[src/rtl/bif_defines.vh]
// Constants for the burst input framer: register map, resets, timing
`ifndef BIF_DEFINES_VH
`define BIF_DEFINES_VH

// -------------------------------------------------------------------
// Control bus framing
// -------------------------------------------------------------------
`define BIF_DEVADDR_HI 6'h01
`define BIF_WRITE_BIT 1'b0

// -------------------------------------------------------------------
// Register indices, one byte each
// -------------------------------------------------------------------
`define BIF_REG_CFG 5'h00
`define BIF_REG_DIV_LO 5'h01
`define BIF_REG_DIV_HI 5'h02
`define BIF_REG_PLEN 5'h03
`define BIF_REG_K 5'h04
`define BIF_REG_T 5'h05
`define BIF_REG_PRE0 5'h06
`define BIF_REG_LAST 5'h11
`define BIF_NREGS 18

// Field positions in the configuration byte
`define BIF_CFG_QAM 0
`define BIF_CFG_ECC 1

// -------------------------------------------------------------------
// Reset values
// -------------------------------------------------------------------
`define BIF_RST_CFG 8'h02
`define BIF_RST_DIV 16'h0010
`define BIF_RST_PLEN 8'h20
`define BIF_RST_K 8'h10
`define BIF_RST_T 8'h00

// -------------------------------------------------------------------
// Preamble and symbol timing, in bits; the gap in symbols
// -------------------------------------------------------------------
`define BIF_PRE_MAX 8'h60
`define BIF_RAMP_QPSK 8'h10
`define BIF_RAMP_QAM 8'h20
`define BIF_SYM2_QPSK 8'h04
`define BIF_SYM2_QAM 8'h08
`define BIF_GAP_SYMS 8'h05

// FIFO shape
`define BIF_FIFO_W 8
`define BIF_FIFO_D 16
`define BIF_FIFO_AW 4

`endif

[src/rtl/bif_fifo.v]
// Byte FIFO holding sampled data while the preamble goes out
`timescale 1ns/1ps
module bif_fifo #(
   parameter W = 8,
   parameter D = 16,
   parameter AW = 4
) (
   // Clock and reset
   input wire ref_clk,
   input wire srst,
   // Fill side
   input wire wr_valid,
   input wire [W-1:0] wr_data,
   output wire wr_ready,
   // Drain side
   output wire rd_valid,
   output wire [W-1:0] rd_data,
   input wire rd_ready
);
   // -------------------------------------------------------------------
   // Storage and pointers
   // -------------------------------------------------------------------
   reg [W-1:0] mem_r [0:D-1]; // Word store
   reg [AW-1:0] wp_r; // Write index
   reg [AW-1:0] rp_r; // Read index
   reg [AW:0] cnt_r; // Occupancy
   wire do_wr;
   wire do_rd;

   // Full and empty come straight from the count, so both stay honest
   assign wr_ready = (cnt_r != D[AW:0]);
   assign rd_valid = (cnt_r != {(AW+1){1'b0}});
   assign rd_data = mem_r[rp_r];
   assign do_wr = wr_valid & wr_ready;
   assign do_rd = rd_valid & rd_ready;

   // Store write data; memory has no reset to keep it small
   always @(posedge ref_clk) begin
      if (do_wr) begin
         mem_r[wp_r] <= wr_data;
      end
   end

   // Pointer and count upkeep
   always @(posedge ref_clk) begin
      if (srst) begin
         wp_r <= {AW{1'b0}};
         rp_r <= {AW{1'b0}};
         cnt_r <= {(AW+1){1'b0}};
      end else begin
         if (do_wr) begin
            wp_r <= wp_r + 1'b1;
         end
         if (do_rd) begin
            rp_r <= rp_r + 1'b1;
         end
         // Simultaneous push and pop leaves the count alone
         if (do_wr & ~do_rd) begin
            cnt_r <= cnt_r + 1'b1;
         end else if (do_rd & ~do_wr) begin
            cnt_r <= cnt_r - 1'b1;
         end
      end
   end
endmodule // bif_fifo

[src/rtl/bif_framer.v]
// Burst input framer: control bus loader, gate sampler, frame sequencer
`timescale 1ns/1ps
`include "bif_defines.vh"

module bif_framer (
   // Clock and reset
   input wire ref_clk,
   input wire srst,
   // Control bus, byte level
   input wire ctl_start,
   input wire ctl_valid,
   input wire [7:0] ctl_byte,
   input wire addr_sel,
   // Burst input
   input wire tx_gate,
   input wire ser_din,
   // Modulator output
   output reg mod_bit_r,
   output reg mod_valid_r,
   output reg [1:0] mod_phase_r,
   output reg cw_start_r,
   output wire error_correction_mode,
   output wire qam_mode,
   // Status
   output reg gap_err_r,
   output reg ovf_err_r
);
   // -------------------------------------------------------------------
   // Local codes
   // -------------------------------------------------------------------
   localparam [2:0] ST_IDLE = 3'h0;
   localparam [2:0] ST_RAMP = 3'h1;
   localparam [2:0] ST_PRE = 3'h2;
   localparam [2:0] ST_DATA = 3'h3;
   localparam [2:0] ST_DOWN = 3'h4;
   localparam [1:0] BS_DEV = 2'h0;
   localparam [1:0] BS_REG = 2'h1;
   localparam [1:0] BS_DAT = 2'h2;
   localparam [1:0] BS_IGN = 2'h3;

   // -------------------------------------------------------------------
   // Register file and control bus loader
   // -------------------------------------------------------------------
   reg [7:0] regs_r [0:`BIF_NREGS-1]; // Configuration bytes
   reg [1:0] bs_r; // Bus byte phase
   reg [4:0] ptr_r; // Register pointer
   integer i;
   wire [15:0] rst_div; // Default bit period, split into two bytes

   assign rst_div = `BIF_RST_DIV;

   // Preamble bit i, msb of the first preamble byte goes first
   function pre_bit;
      input [6:0] idx;
      reg [4:0] byte_i;
      begin
         byte_i = `BIF_REG_PRE0 + {1'b0, idx[6:3]};
         pre_bit = regs_r[byte_i][3'h7 - idx[2:0]];
      end
   endfunction

   // Bytes after the start: address, pointer, then data
   always @(posedge ref_clk) begin
      if (srst) begin
         for (i = 0; i < `BIF_NREGS; i = i + 1) begin
            regs_r[i] <= 8'h00;
         end
         regs_r[`BIF_REG_CFG] <= `BIF_RST_CFG;
         regs_r[`BIF_REG_DIV_LO] <= rst_div[7:0];
         regs_r[`BIF_REG_DIV_HI] <= rst_div[15:8];
         regs_r[`BIF_REG_PLEN] <= `BIF_RST_PLEN;
         regs_r[`BIF_REG_K] <= `BIF_RST_K;
         regs_r[`BIF_REG_T] <= `BIF_RST_T;
         bs_r <= BS_IGN;
         ptr_r <= 5'h00;
      end else if (ctl_start) begin
         bs_r <= BS_DEV;
      end else if (ctl_valid) begin
         case (bs_r)
            BS_DEV: begin
               if (ctl_byte == {`BIF_DEVADDR_HI, addr_sel, `BIF_WRITE_BIT})
               begin
                  bs_r <= BS_REG;
               end else begin
                  bs_r <= BS_IGN;
               end
            end
            BS_REG: begin
               ptr_r <= ctl_byte[4:0];
               bs_r <= BS_DAT;
            end
            BS_DAT: begin
               if (ptr_r <= `BIF_REG_LAST) begin
                  regs_r[ptr_r] <= ctl_byte;
               end
               ptr_r <= ptr_r + 5'h01;
            end
            // Foreign transfer: wait for the next start
            default: begin
               bs_r <= BS_IGN;
            end
         endcase
      end
   end

   // -------------------------------------------------------------------
   // Decoded settings
   // -------------------------------------------------------------------
   wire [15:0] bit_div;
   wire [15:0] half_div;
   wire [7:0] k_len;
   wire [7:0] cw_len;
   wire [7:0] ramp_len;
   wire [7:0] plen_raw;
   wire [7:0] pre_len;
   wire [7:0] gap_len;
   assign bit_div = {regs_r[`BIF_REG_DIV_HI], regs_r[`BIF_REG_DIV_LO]};
   assign half_div = {1'b0, bit_div[15:1]};
   assign qam_mode = regs_r[`BIF_REG_CFG][`BIF_CFG_QAM];
   assign error_correction_mode = regs_r[`BIF_REG_CFG][`BIF_CFG_ECC];
   assign k_len = regs_r[`BIF_REG_K];
   // parity slot in the gate is 2t bytes
   assign cw_len = error_correction_mode ?
                   k_len + {regs_r[`BIF_REG_T][6:0], 1'b0} : k_len;
   assign ramp_len = qam_mode ? `BIF_RAMP_QAM : `BIF_RAMP_QPSK;
   // preamble clipped to 96 bits and never shorter than ramp-up
   assign plen_raw = (regs_r[`BIF_REG_PLEN] > `BIF_PRE_MAX) ?
                     `BIF_PRE_MAX : regs_r[`BIF_REG_PLEN];
   assign pre_len = (plen_raw < ramp_len) ? ramp_len : plen_raw;
   // five symbols, two symbols being four or eight bits
   assign gap_len = qam_mode ? (`BIF_SYM2_QAM >> 1) * `BIF_GAP_SYMS :
                    (`BIF_SYM2_QPSK >> 1) * `BIF_GAP_SYMS;

   // -------------------------------------------------------------------
   // Gate edge detection and sampler
   // -------------------------------------------------------------------
   reg gate_d_r; // Gate one cycle ago
   reg samp_on_r; // Sampling a burst
   reg [15:0] stmr_r; // Cycles to the next sample
   reg [7:0] acc_r; // Byte being assembled
   reg [2:0] bcnt_r; // Bits in acc_r
   reg [7:0] icw_r; // Byte slot within codeword
   reg push_r; // FIFO write strobe
   reg [7:0] push_dat_r; // FIFO write byte
   reg [2:0] st_r; // Sequencer state
   wire gate_rise;
   wire start_ok;
   wire fifo_ready;

   // edge seen by comparing against the previous gate level
   assign gate_rise = tx_gate & ~gate_d_r;
   assign start_ok = gate_rise & (st_r == ST_IDLE) & ~samp_on_r;

   // Sampler: half period to the first sample, then every bit period
   always @(posedge ref_clk) begin
      if (srst) begin
         gate_d_r <= 1'b0;
         samp_on_r <= 1'b0;
         stmr_r <= 16'h0000;
         acc_r <= 8'h00;
         bcnt_r <= 3'h0;
         icw_r <= 8'h00;
         push_r <= 1'b0;
         push_dat_r <= 8'h00;
      end else begin
         gate_d_r <= tx_gate;
         push_r <= 1'b0;
         if (start_ok) begin
            // first sample half a period after the edge
            samp_on_r <= 1'b1;
            // The edge is seen a cycle late, so count one cycle less
            stmr_r <= (half_div == 16'h0000) ? 16'h0000 :
                      half_div - 16'h0001;
            bcnt_r <= 3'h0;
            icw_r <= 8'h00;
         end else if (samp_on_r & ~tx_gate) begin
            // End of burst: a partial byte leaves zero padded
            samp_on_r <= 1'b0;
            if (bcnt_r != 3'h0) begin
               push_r <= 1'b1;
               push_dat_r <= acc_r << (4'h8 - {1'b0, bcnt_r});
            end
         end else if (samp_on_r) begin
            if (stmr_r == 16'h0000) begin
               // then one sample per programmed period
               stmr_r <= bit_div - 16'h0001;
               acc_r <= {acc_r[6:0], ser_din};
               bcnt_r <= bcnt_r + 3'h1;
               if (bcnt_r == 3'h7) begin
                  // only the first K bytes of each slot are data
                  push_r <= (icw_r < k_len);
                  push_dat_r <= {acc_r[6:0], ser_din};
                  if (icw_r + 8'h01 >= cw_len) begin
                     icw_r <= 8'h00;
                  end else begin
                     icw_r <= icw_r + 8'h01;
                  end
               end
            end else begin
               stmr_r <= stmr_r - 16'h0001;
            end
         end
      end
   end

   // -------------------------------------------------------------------
   // Delay FIFO
   // -------------------------------------------------------------------
   wire rd_valid;
   wire [7:0] rd_data;
   wire rd_ready;
   reg [7:0] sh_r; // Output shifter
   reg [3:0] shn_r; // Bits left in shifter

   bif_fifo #(
      .W(`BIF_FIFO_W),
      .D(`BIF_FIFO_D),
      .AW(`BIF_FIFO_AW)
   ) i_bif_fifo (
      .ref_clk(ref_clk),
      .srst(srst),
      .wr_valid(push_r),
      .wr_data(push_dat_r),
      .wr_ready(fifo_ready),
      .rd_valid(rd_valid),
      .rd_data(rd_data),
      .rd_ready(rd_ready)
   );

   // Drain only in the data phase so the FIFO fills during preamble
   assign rd_ready = (st_r == ST_DATA) & (shn_r == 4'h0);

   // Overflow: a byte offered to a full FIFO is lost, so flag it
   always @(posedge ref_clk) begin
      if (srst) begin
         ovf_err_r <= 1'b0;
      end else if (push_r & ~fifo_ready) begin
         ovf_err_r <= 1'b1;
      end else if (start_ok) begin
         ovf_err_r <= 1'b0;
      end
   end

   // -------------------------------------------------------------------
   // Frame sequencer
   // -------------------------------------------------------------------
   reg [15:0] otmr_r; // Cycles to next output bit
   reg [7:0] ob_r; // Bit index from ramp-up start, restarted for ramp-down
   reg [7:0] ocw_r; // Output byte within codeword
   reg cw_pend_r; // Shifter holds a codeword's first byte
   wire ostb;

   assign ostb = (st_r != ST_IDLE) & (otmr_r == 16'h0000);

   // One bit per period: ramp-up, preamble, data, ramp-down
   always @(posedge ref_clk) begin
      if (srst) begin
         st_r <= ST_IDLE;
         otmr_r <= 16'h0000;
         ob_r <= 8'h00;
         ocw_r <= 8'h00;
         cw_pend_r <= 1'b0;
         sh_r <= 8'h00;
         shn_r <= 4'h0;
         mod_bit_r <= 1'b0;
         mod_valid_r <= 1'b0;
         mod_phase_r <= 2'h0;
         cw_start_r <= 1'b0;
         gap_err_r <= 1'b0;
      end else begin
         mod_valid_r <= 1'b0;
         cw_start_r <= 1'b0;
         if (st_r != ST_IDLE) begin
            otmr_r <= ostb ? bit_div - 16'h0001 : otmr_r - 16'h0001;
         end
         // a gate rise inside the guard is refused and flagged
         if (gate_rise & ~start_ok) begin
            gap_err_r <= 1'b1;
         end else if (start_ok) begin
            gap_err_r <= 1'b0;
         end
         // Shifter reload from the FIFO
         if (rd_ready & rd_valid) begin
            sh_r <= rd_data;
            shn_r <= 4'h8;
            cw_pend_r <= (ocw_r == 8'h00);
            ocw_r <= (ocw_r + 8'h01 >= k_len) ? 8'h00 : ocw_r + 8'h01;
         end
         case (st_r)
            ST_IDLE: begin
               if (start_ok) begin
                  st_r <= ST_RAMP;
                  otmr_r <= bit_div - 16'h0001;
                  ob_r <= 8'h00;
                  ocw_r <= 8'h00;
               end
            end
            ST_RAMP, ST_PRE: begin
               if (ostb) begin
                  mod_bit_r <= pre_bit(ob_r[6:0]);
                  mod_valid_r <= 1'b1;
                  mod_phase_r <= st_r[1:0];
                  ob_r <= ob_r + 8'h01;
                  if (ob_r + 8'h01 == ramp_len) begin
                     st_r <= ST_PRE;
                  end
                  // data waits the whole preamble bit count
                  if (ob_r + 8'h01 == pre_len) begin
                     st_r <= ST_DATA;
                  end
               end
            end
            ST_DATA: begin
               if (ostb) begin
                  if (shn_r != 4'h0) begin
                     // data bits follow with no gap
                     mod_bit_r <= sh_r[7];
                     mod_valid_r <= 1'b1;
                     mod_phase_r <= ST_DATA[1:0];
                     // mark the first bit of each codeword
                     cw_start_r <= cw_pend_r & (shn_r == 4'h8);
                     sh_r <= {sh_r[6:0], 1'b0};
                     shn_r <= shn_r - 4'h1;
                  end else if (~samp_on_r & ~push_r & ~rd_valid) begin
                     // burst over, first ramp-down bit goes now
                     // so the bit rhythm carries on without a hole
                     st_r <= ST_DOWN;
                     mod_bit_r <= 1'b0;
                     mod_valid_r <= 1'b1;
                     mod_phase_r <= 2'h0;
                     ob_r <= 8'h01;
                  end
               end
            end
            ST_DOWN: begin
               if (ostb) begin
                  // zeros for five symbols hold off the next burst
                  mod_bit_r <= 1'b0;
                  mod_valid_r <= 1'b1;
                  mod_phase_r <= 2'h0;
                  ob_r <= ob_r + 8'h01;
                  if (ob_r + 8'h01 == gap_len) begin
                     st_r <= ST_IDLE;
                  end
               end
            end
            default: begin
               st_r <= ST_IDLE;
            end
         endcase
      end
   end
endmodule // bif_framer

[config.mk]
export PLATFORM = sky130hd
export DESIGN_NAME = bif_framer
export DESIGN_NICKNAME = d
export VERILOG_FILES = /design/src/rtl/bif_fifo.v /design/src/rtl/bif_framer.v
export VERILOG_INCLUDE_DIRS = /design/src /design/src/rtl
export SDC_FILE = /design/constraint.sdc
export NUM_CORES = 1
export LEC_CHECK = 0
export ABC_AREA = 1
export ABC_CLOCK_PERIOD_IN_PS = 6300
export BUFFER_PORTS_ARGS = -buffer_cell sky130_fd_sc_hd__clkbuf_2
export CAP_MARGIN = 0
export CORE_MARGIN = 2
export CORE_UTILIZATION = 55
export CTS_CLUSTER_DIAMETER = 30
export DETAILED_ROUTE_END_ITERATION = 12
export PLACE_DENSITY = 0.76
export SETUP_SLACK_MARGIN = 0.1
export SYNTH_ARGS = -nofsm -noshare
export SYNTH_HDL_FRONTEND = slang
export SYNTH_SLANG_ARGS = --single-unit
[constraint.sdc]
create_clock -name ref_clk -period 6.3 [get_ports ref_clk]
set_clock_uncertainty 0.15 [all_clocks]
set_input_delay 0.315 -clock ref_clk [delete_from_list [all_inputs] [get_ports ref_clk]]
set_output_delay 0.315 -clock ref_clk [all_outputs]
set_load 0.05 [all_outputs]
==> flow_metrics.py <==
metrics = {
    "synthesis": {
        "synth-compound-area-share_pct": 12.5,
        "synth-xor-area-share_pct": 1.83,
        "ys_ff_latch": 509,
        "async_reset_ff_share_pct": 0,
        "synth_top_family_by_area": "simple AND/OR/NAND/NOR gates",
        "synthAdderAreaFrac_pct": 3.32,
        "synth_edf_count": 336,
        "synthMuxAreaShare_pct": 0.442,
        "synthSimpleGateAreaFrac_pct": 20.8,
        "syn_avg_cell_area_sq_um": 8.90,
        "synth_cell_types": 63,
        "synthFlopType": "edfxtp_1",
        "yosysWarnings": 0,
        "netlist_area_sq_um": 24900,
        "synth-seq-area-share_pct": 54.4,
        "syn_inst": 2800,
    },
    "timing": {
        "rsz0062_at_grt": "false",
        "fin_crit_ns": 3.70,
        "slew_viol_final": 0,
        "worstMarginPinSlew_ns": 1.32,
        "finalCritPeriodShare_pct": 58.7,
        "final.setup.tns_ns": 0,
        "setup_ws_ns": 2.60,
        "hold_violations": 0,
        "fmax_mhz": 270,
        "setup_viol": 0,
        "relSlewSlack_pct": 11.8,
    },
    "clocking": {
        "cts.sink_count": 509,
        "clockBufferDepth": 3,
        "cts.clk_slew.worst_paths_ns": 0.05,
        "numCtsBuffers": 101,
        "post_cts_buffers": 0,
        "cts_max_level": 3,
        "cts_root_buf": "clkbuf_16",
        "clock_latency_ns": 0.64,
        "tritoncts": "done",
    },
    "floorplanning": {
        "io_pins": 24,
        "die_h_microns": 217,
        "fp.dieW_microns": 217,
        "initial_core_util_pct": 56.0,
        "core_sq_um": 44500,
        "die-area_sq_um": 47000,
        "rows": 77,
    },
    "setup_path": {
        "rrSetupSlack_ns": 2.60,
        "endpoint_kind": "flop",
        "reg2reg_depth": 10,
        "critPathMaxStageDelay_ns": 1.02,
        "crit_start": "bs_r[0]$_SDFFE_PP1P_",
        "worstPathCellList": "inv_1 -> ha_1 -> inv_2 -> nor3_2 -> nand2_1 -> nor2_2 -> inv_2 -> nor2_1 -> inv_1 -> nor2_1",
        "r2r_start": "bs_r[0]$_SDFFE_PP1P_",
        "critPathSlowestCell": "nor2_1",
        "crit_arrival_ns": 4.03,
        "criticalPathCategory": "flop to flop",
        "critPathLaunchType": "flop",
        "cp_max_fo": 17,
        "crit_cells": 10,
        "critical_path_buf_inv_count": 4,
        "worstPathRequired_ns": 6.63,
        "worst_r2r_endpoint": "regs_r[6][3]$_SDFFCE_PN0P_",
        "crit_end": "regs_r[6][3]$_SDFFCE_PN0P_",
        "cpLargestDelayFamily": "simple AND/OR/NAND/NOR gates",
    },
    "global_routing": {
        "antenna_found_initial": 0,
        "grt_max_degree": 110,
        "globalRoute.totalOverflow": 0,
        "grt.total_usage_pct": 27.6,
        "grt_pass1_wl_mm": 103,
        "grt_pass1_vias": 20003,
    },
    "layout": {
        "multi_input_area_sq_um": 10000,
        "mostFrequentLayoutCell": "nand2_1",
        "final_cells": 3611,
        "n_antenna_cell": 0,
        "finalNetCount": 3012,
        "area_growth_pct": 18.2,
        "drive_gt1_share_pct": 9.47,
        "fin_area_sq_um": 29400,
        "register_area_sq_um": 13600,
        "layout_common_cells": "nand2_1 (462), nor2_1 (412), edfxtp_1 (336)",
        "fillCellCount": 3516,
    },
    "status": {
        "status": "finished clean",
    },
    "power_and_ir_drop": {
        "swShare_pct": 31.0,
        "pwr-share-clk_pct": 46.8,
        "combPwrFrac_pct": 20.0,
        "p_sw_mw": 3.63,
        "seq_power_share_pct": 33.2,
        "leakage_nw": 11.9,
        "power_mw": 11.7,
        "powerDensity_nw_per_um2": 397,
        "p_int_mw": 8.06,
        "ir_drop_mv": 0.268,
    },
    "placement": {
        "gp_congestion": 0.929,
        "place_ws_ns": 2.68,
        "place_area_sq_um": 25800,
        "io_buffers": 23,
        "placed_cells": 3407,
        "dp_hpwl_mm": 41.5,
    },
    "detailed_routing": {
        "first_pass_iters": 6,
        "routedWlPerCell_microns": 17.9,
        "drtIter0Drc": 2095,
        "postRouteAntennaNets": 0,
        "routed_wirelength_mm": 64.8,
        "num_vias": 20581,
        "vias_per_cell": 5.70,
        "drc": 0,
    },
    "hold_path": {
        "hold_class": "input pin to flop",
    },
    "run": {
        "drv_cap": 0,
    },
}
## worst min-delay path, cell delays in order
cell       delay (ns)
clkbuf_2         0.09
a2111oi_0        0.11
o311ai_0         0.28
## layout make-up
| cell class | count | area share [%] |
|---|---|---|
| well taps | 592 | 2.52 |
| clock buffers | 116 | 9.09 |
| flip-flops and latches | 509 | 46.1 |
| inverters | 310 | 3.97 |
| repair buffers | 55 | 1.33 |
| multi-input cells | 1955 | 34.1 |
| clock inverters | 74 | 2.91 |
## synthesized netlist by cell type (26+ instances only)
library cell,number,share of area (%)
a21oi_1,151,3.0
buf_2,28,0.56
clkbuf_1,85,1.3
dfxtp_1,173,14
edfxtp_1,336,40
ha_1,63,3.2
inv_1,294,4.4
nand2_1,462,7.0
nand3_1,238,4.8
nand4_1,26,0.65
nor2_1,412,6.2
o211ai_1,51,1.5
o21ai_0,181,3.6
xor2_1,45,1.6
## cell families (layout without fill, tap and decap cells)
kind of cell	count (synthesis)	count (layout)
compound gates	517	517
xor+xnor	52	52
fa+ha+maj	65	65
buf+inv	431	555
flops	509	509
mux	11	11
other cells	1	96
simple gates	1214	1214
## sequential cells by signal, summed over array words and instances (netlist names), 2 cells and up, named ones only
signal            cells
acc_r                 8
bcnt_r                3
bs_r                  2
i_bif_fifo.cnt_r      5
i_bif_fifo.mem_r    128
i_bif_fifo.rp_r       4
i_bif_fifo.wp_r       4
icw_r                 8
mod_phase_r           2
ob_r                  8
ocw_r                 8
otmr_r               16
ptr_r                 5
push_dat_r            8
regs_r              256
sh_r                  8
shn_r                 4
st_r                  3
stmr_r               16
## power groups by stage
stage / Combinational [mW] / Sequential (mW) / Clock, mW
detailed placement: 2.26 / 3.93 / 0
CTS: 2.29 / 3.87 / 5.51
finish: 2.34 / 3.88 / 5.47
floorplan: 1.75 / 3.88 / 0
global route: 2.58 / 3.90 / 5.67
global placement: 2.22 / 3.93 / 0
## per-stage QoR
step                      utilization (%)  hold slack, ns
final                                66.1          0.0540
after global routing                 66.1           0.185
after CTS                            66.1          0.0441
after detailed placement             57.9           0.327
after global placement               57.9           0.320
after floorplan                         -           0.290
## how the worst min path moves through the flow
stage | start | to | cells after the start
after CTS | addr_sel | bs_r[1]$_SDFFE_PP1P_ | 3
after global placement | shn_r[0]$_SDFF_PP0_ | shn_r[0]$_SDFF_PP0_ | 2
final | addr_sel | bs_r[1]$_SDFFE_PP1P_ | 3
after global routing | addr_sel | bs_r[1]$_SDFFE_PP1P_ | 3
after floorplan | tx_gate | gate_d_r$_SDFF_PP0_ | 2
after detailed placement | regs_r[0][2]$_SDFFE_PP0P_ | regs_r[0][2]$_SDFFE_PP0P_ | 2
## timing repair
action / CTS / global route
gates resized for setup: 0 / 0
hold buffers: 14 / 0
endpoints found under the hold margin: 19 / 0
## routing by layer
| metal | global-route usage, % | wire (microns) |
|---|---|---|
| met2 | 46.1 | 31000 |
| met5 | 0 | 0 |
| met1 | 35.4 | 26300 |
| met4 | 12.1 | 2300 |
| met3 | 4.79 | 5160 |
Power figures use the tool's default switching activity.
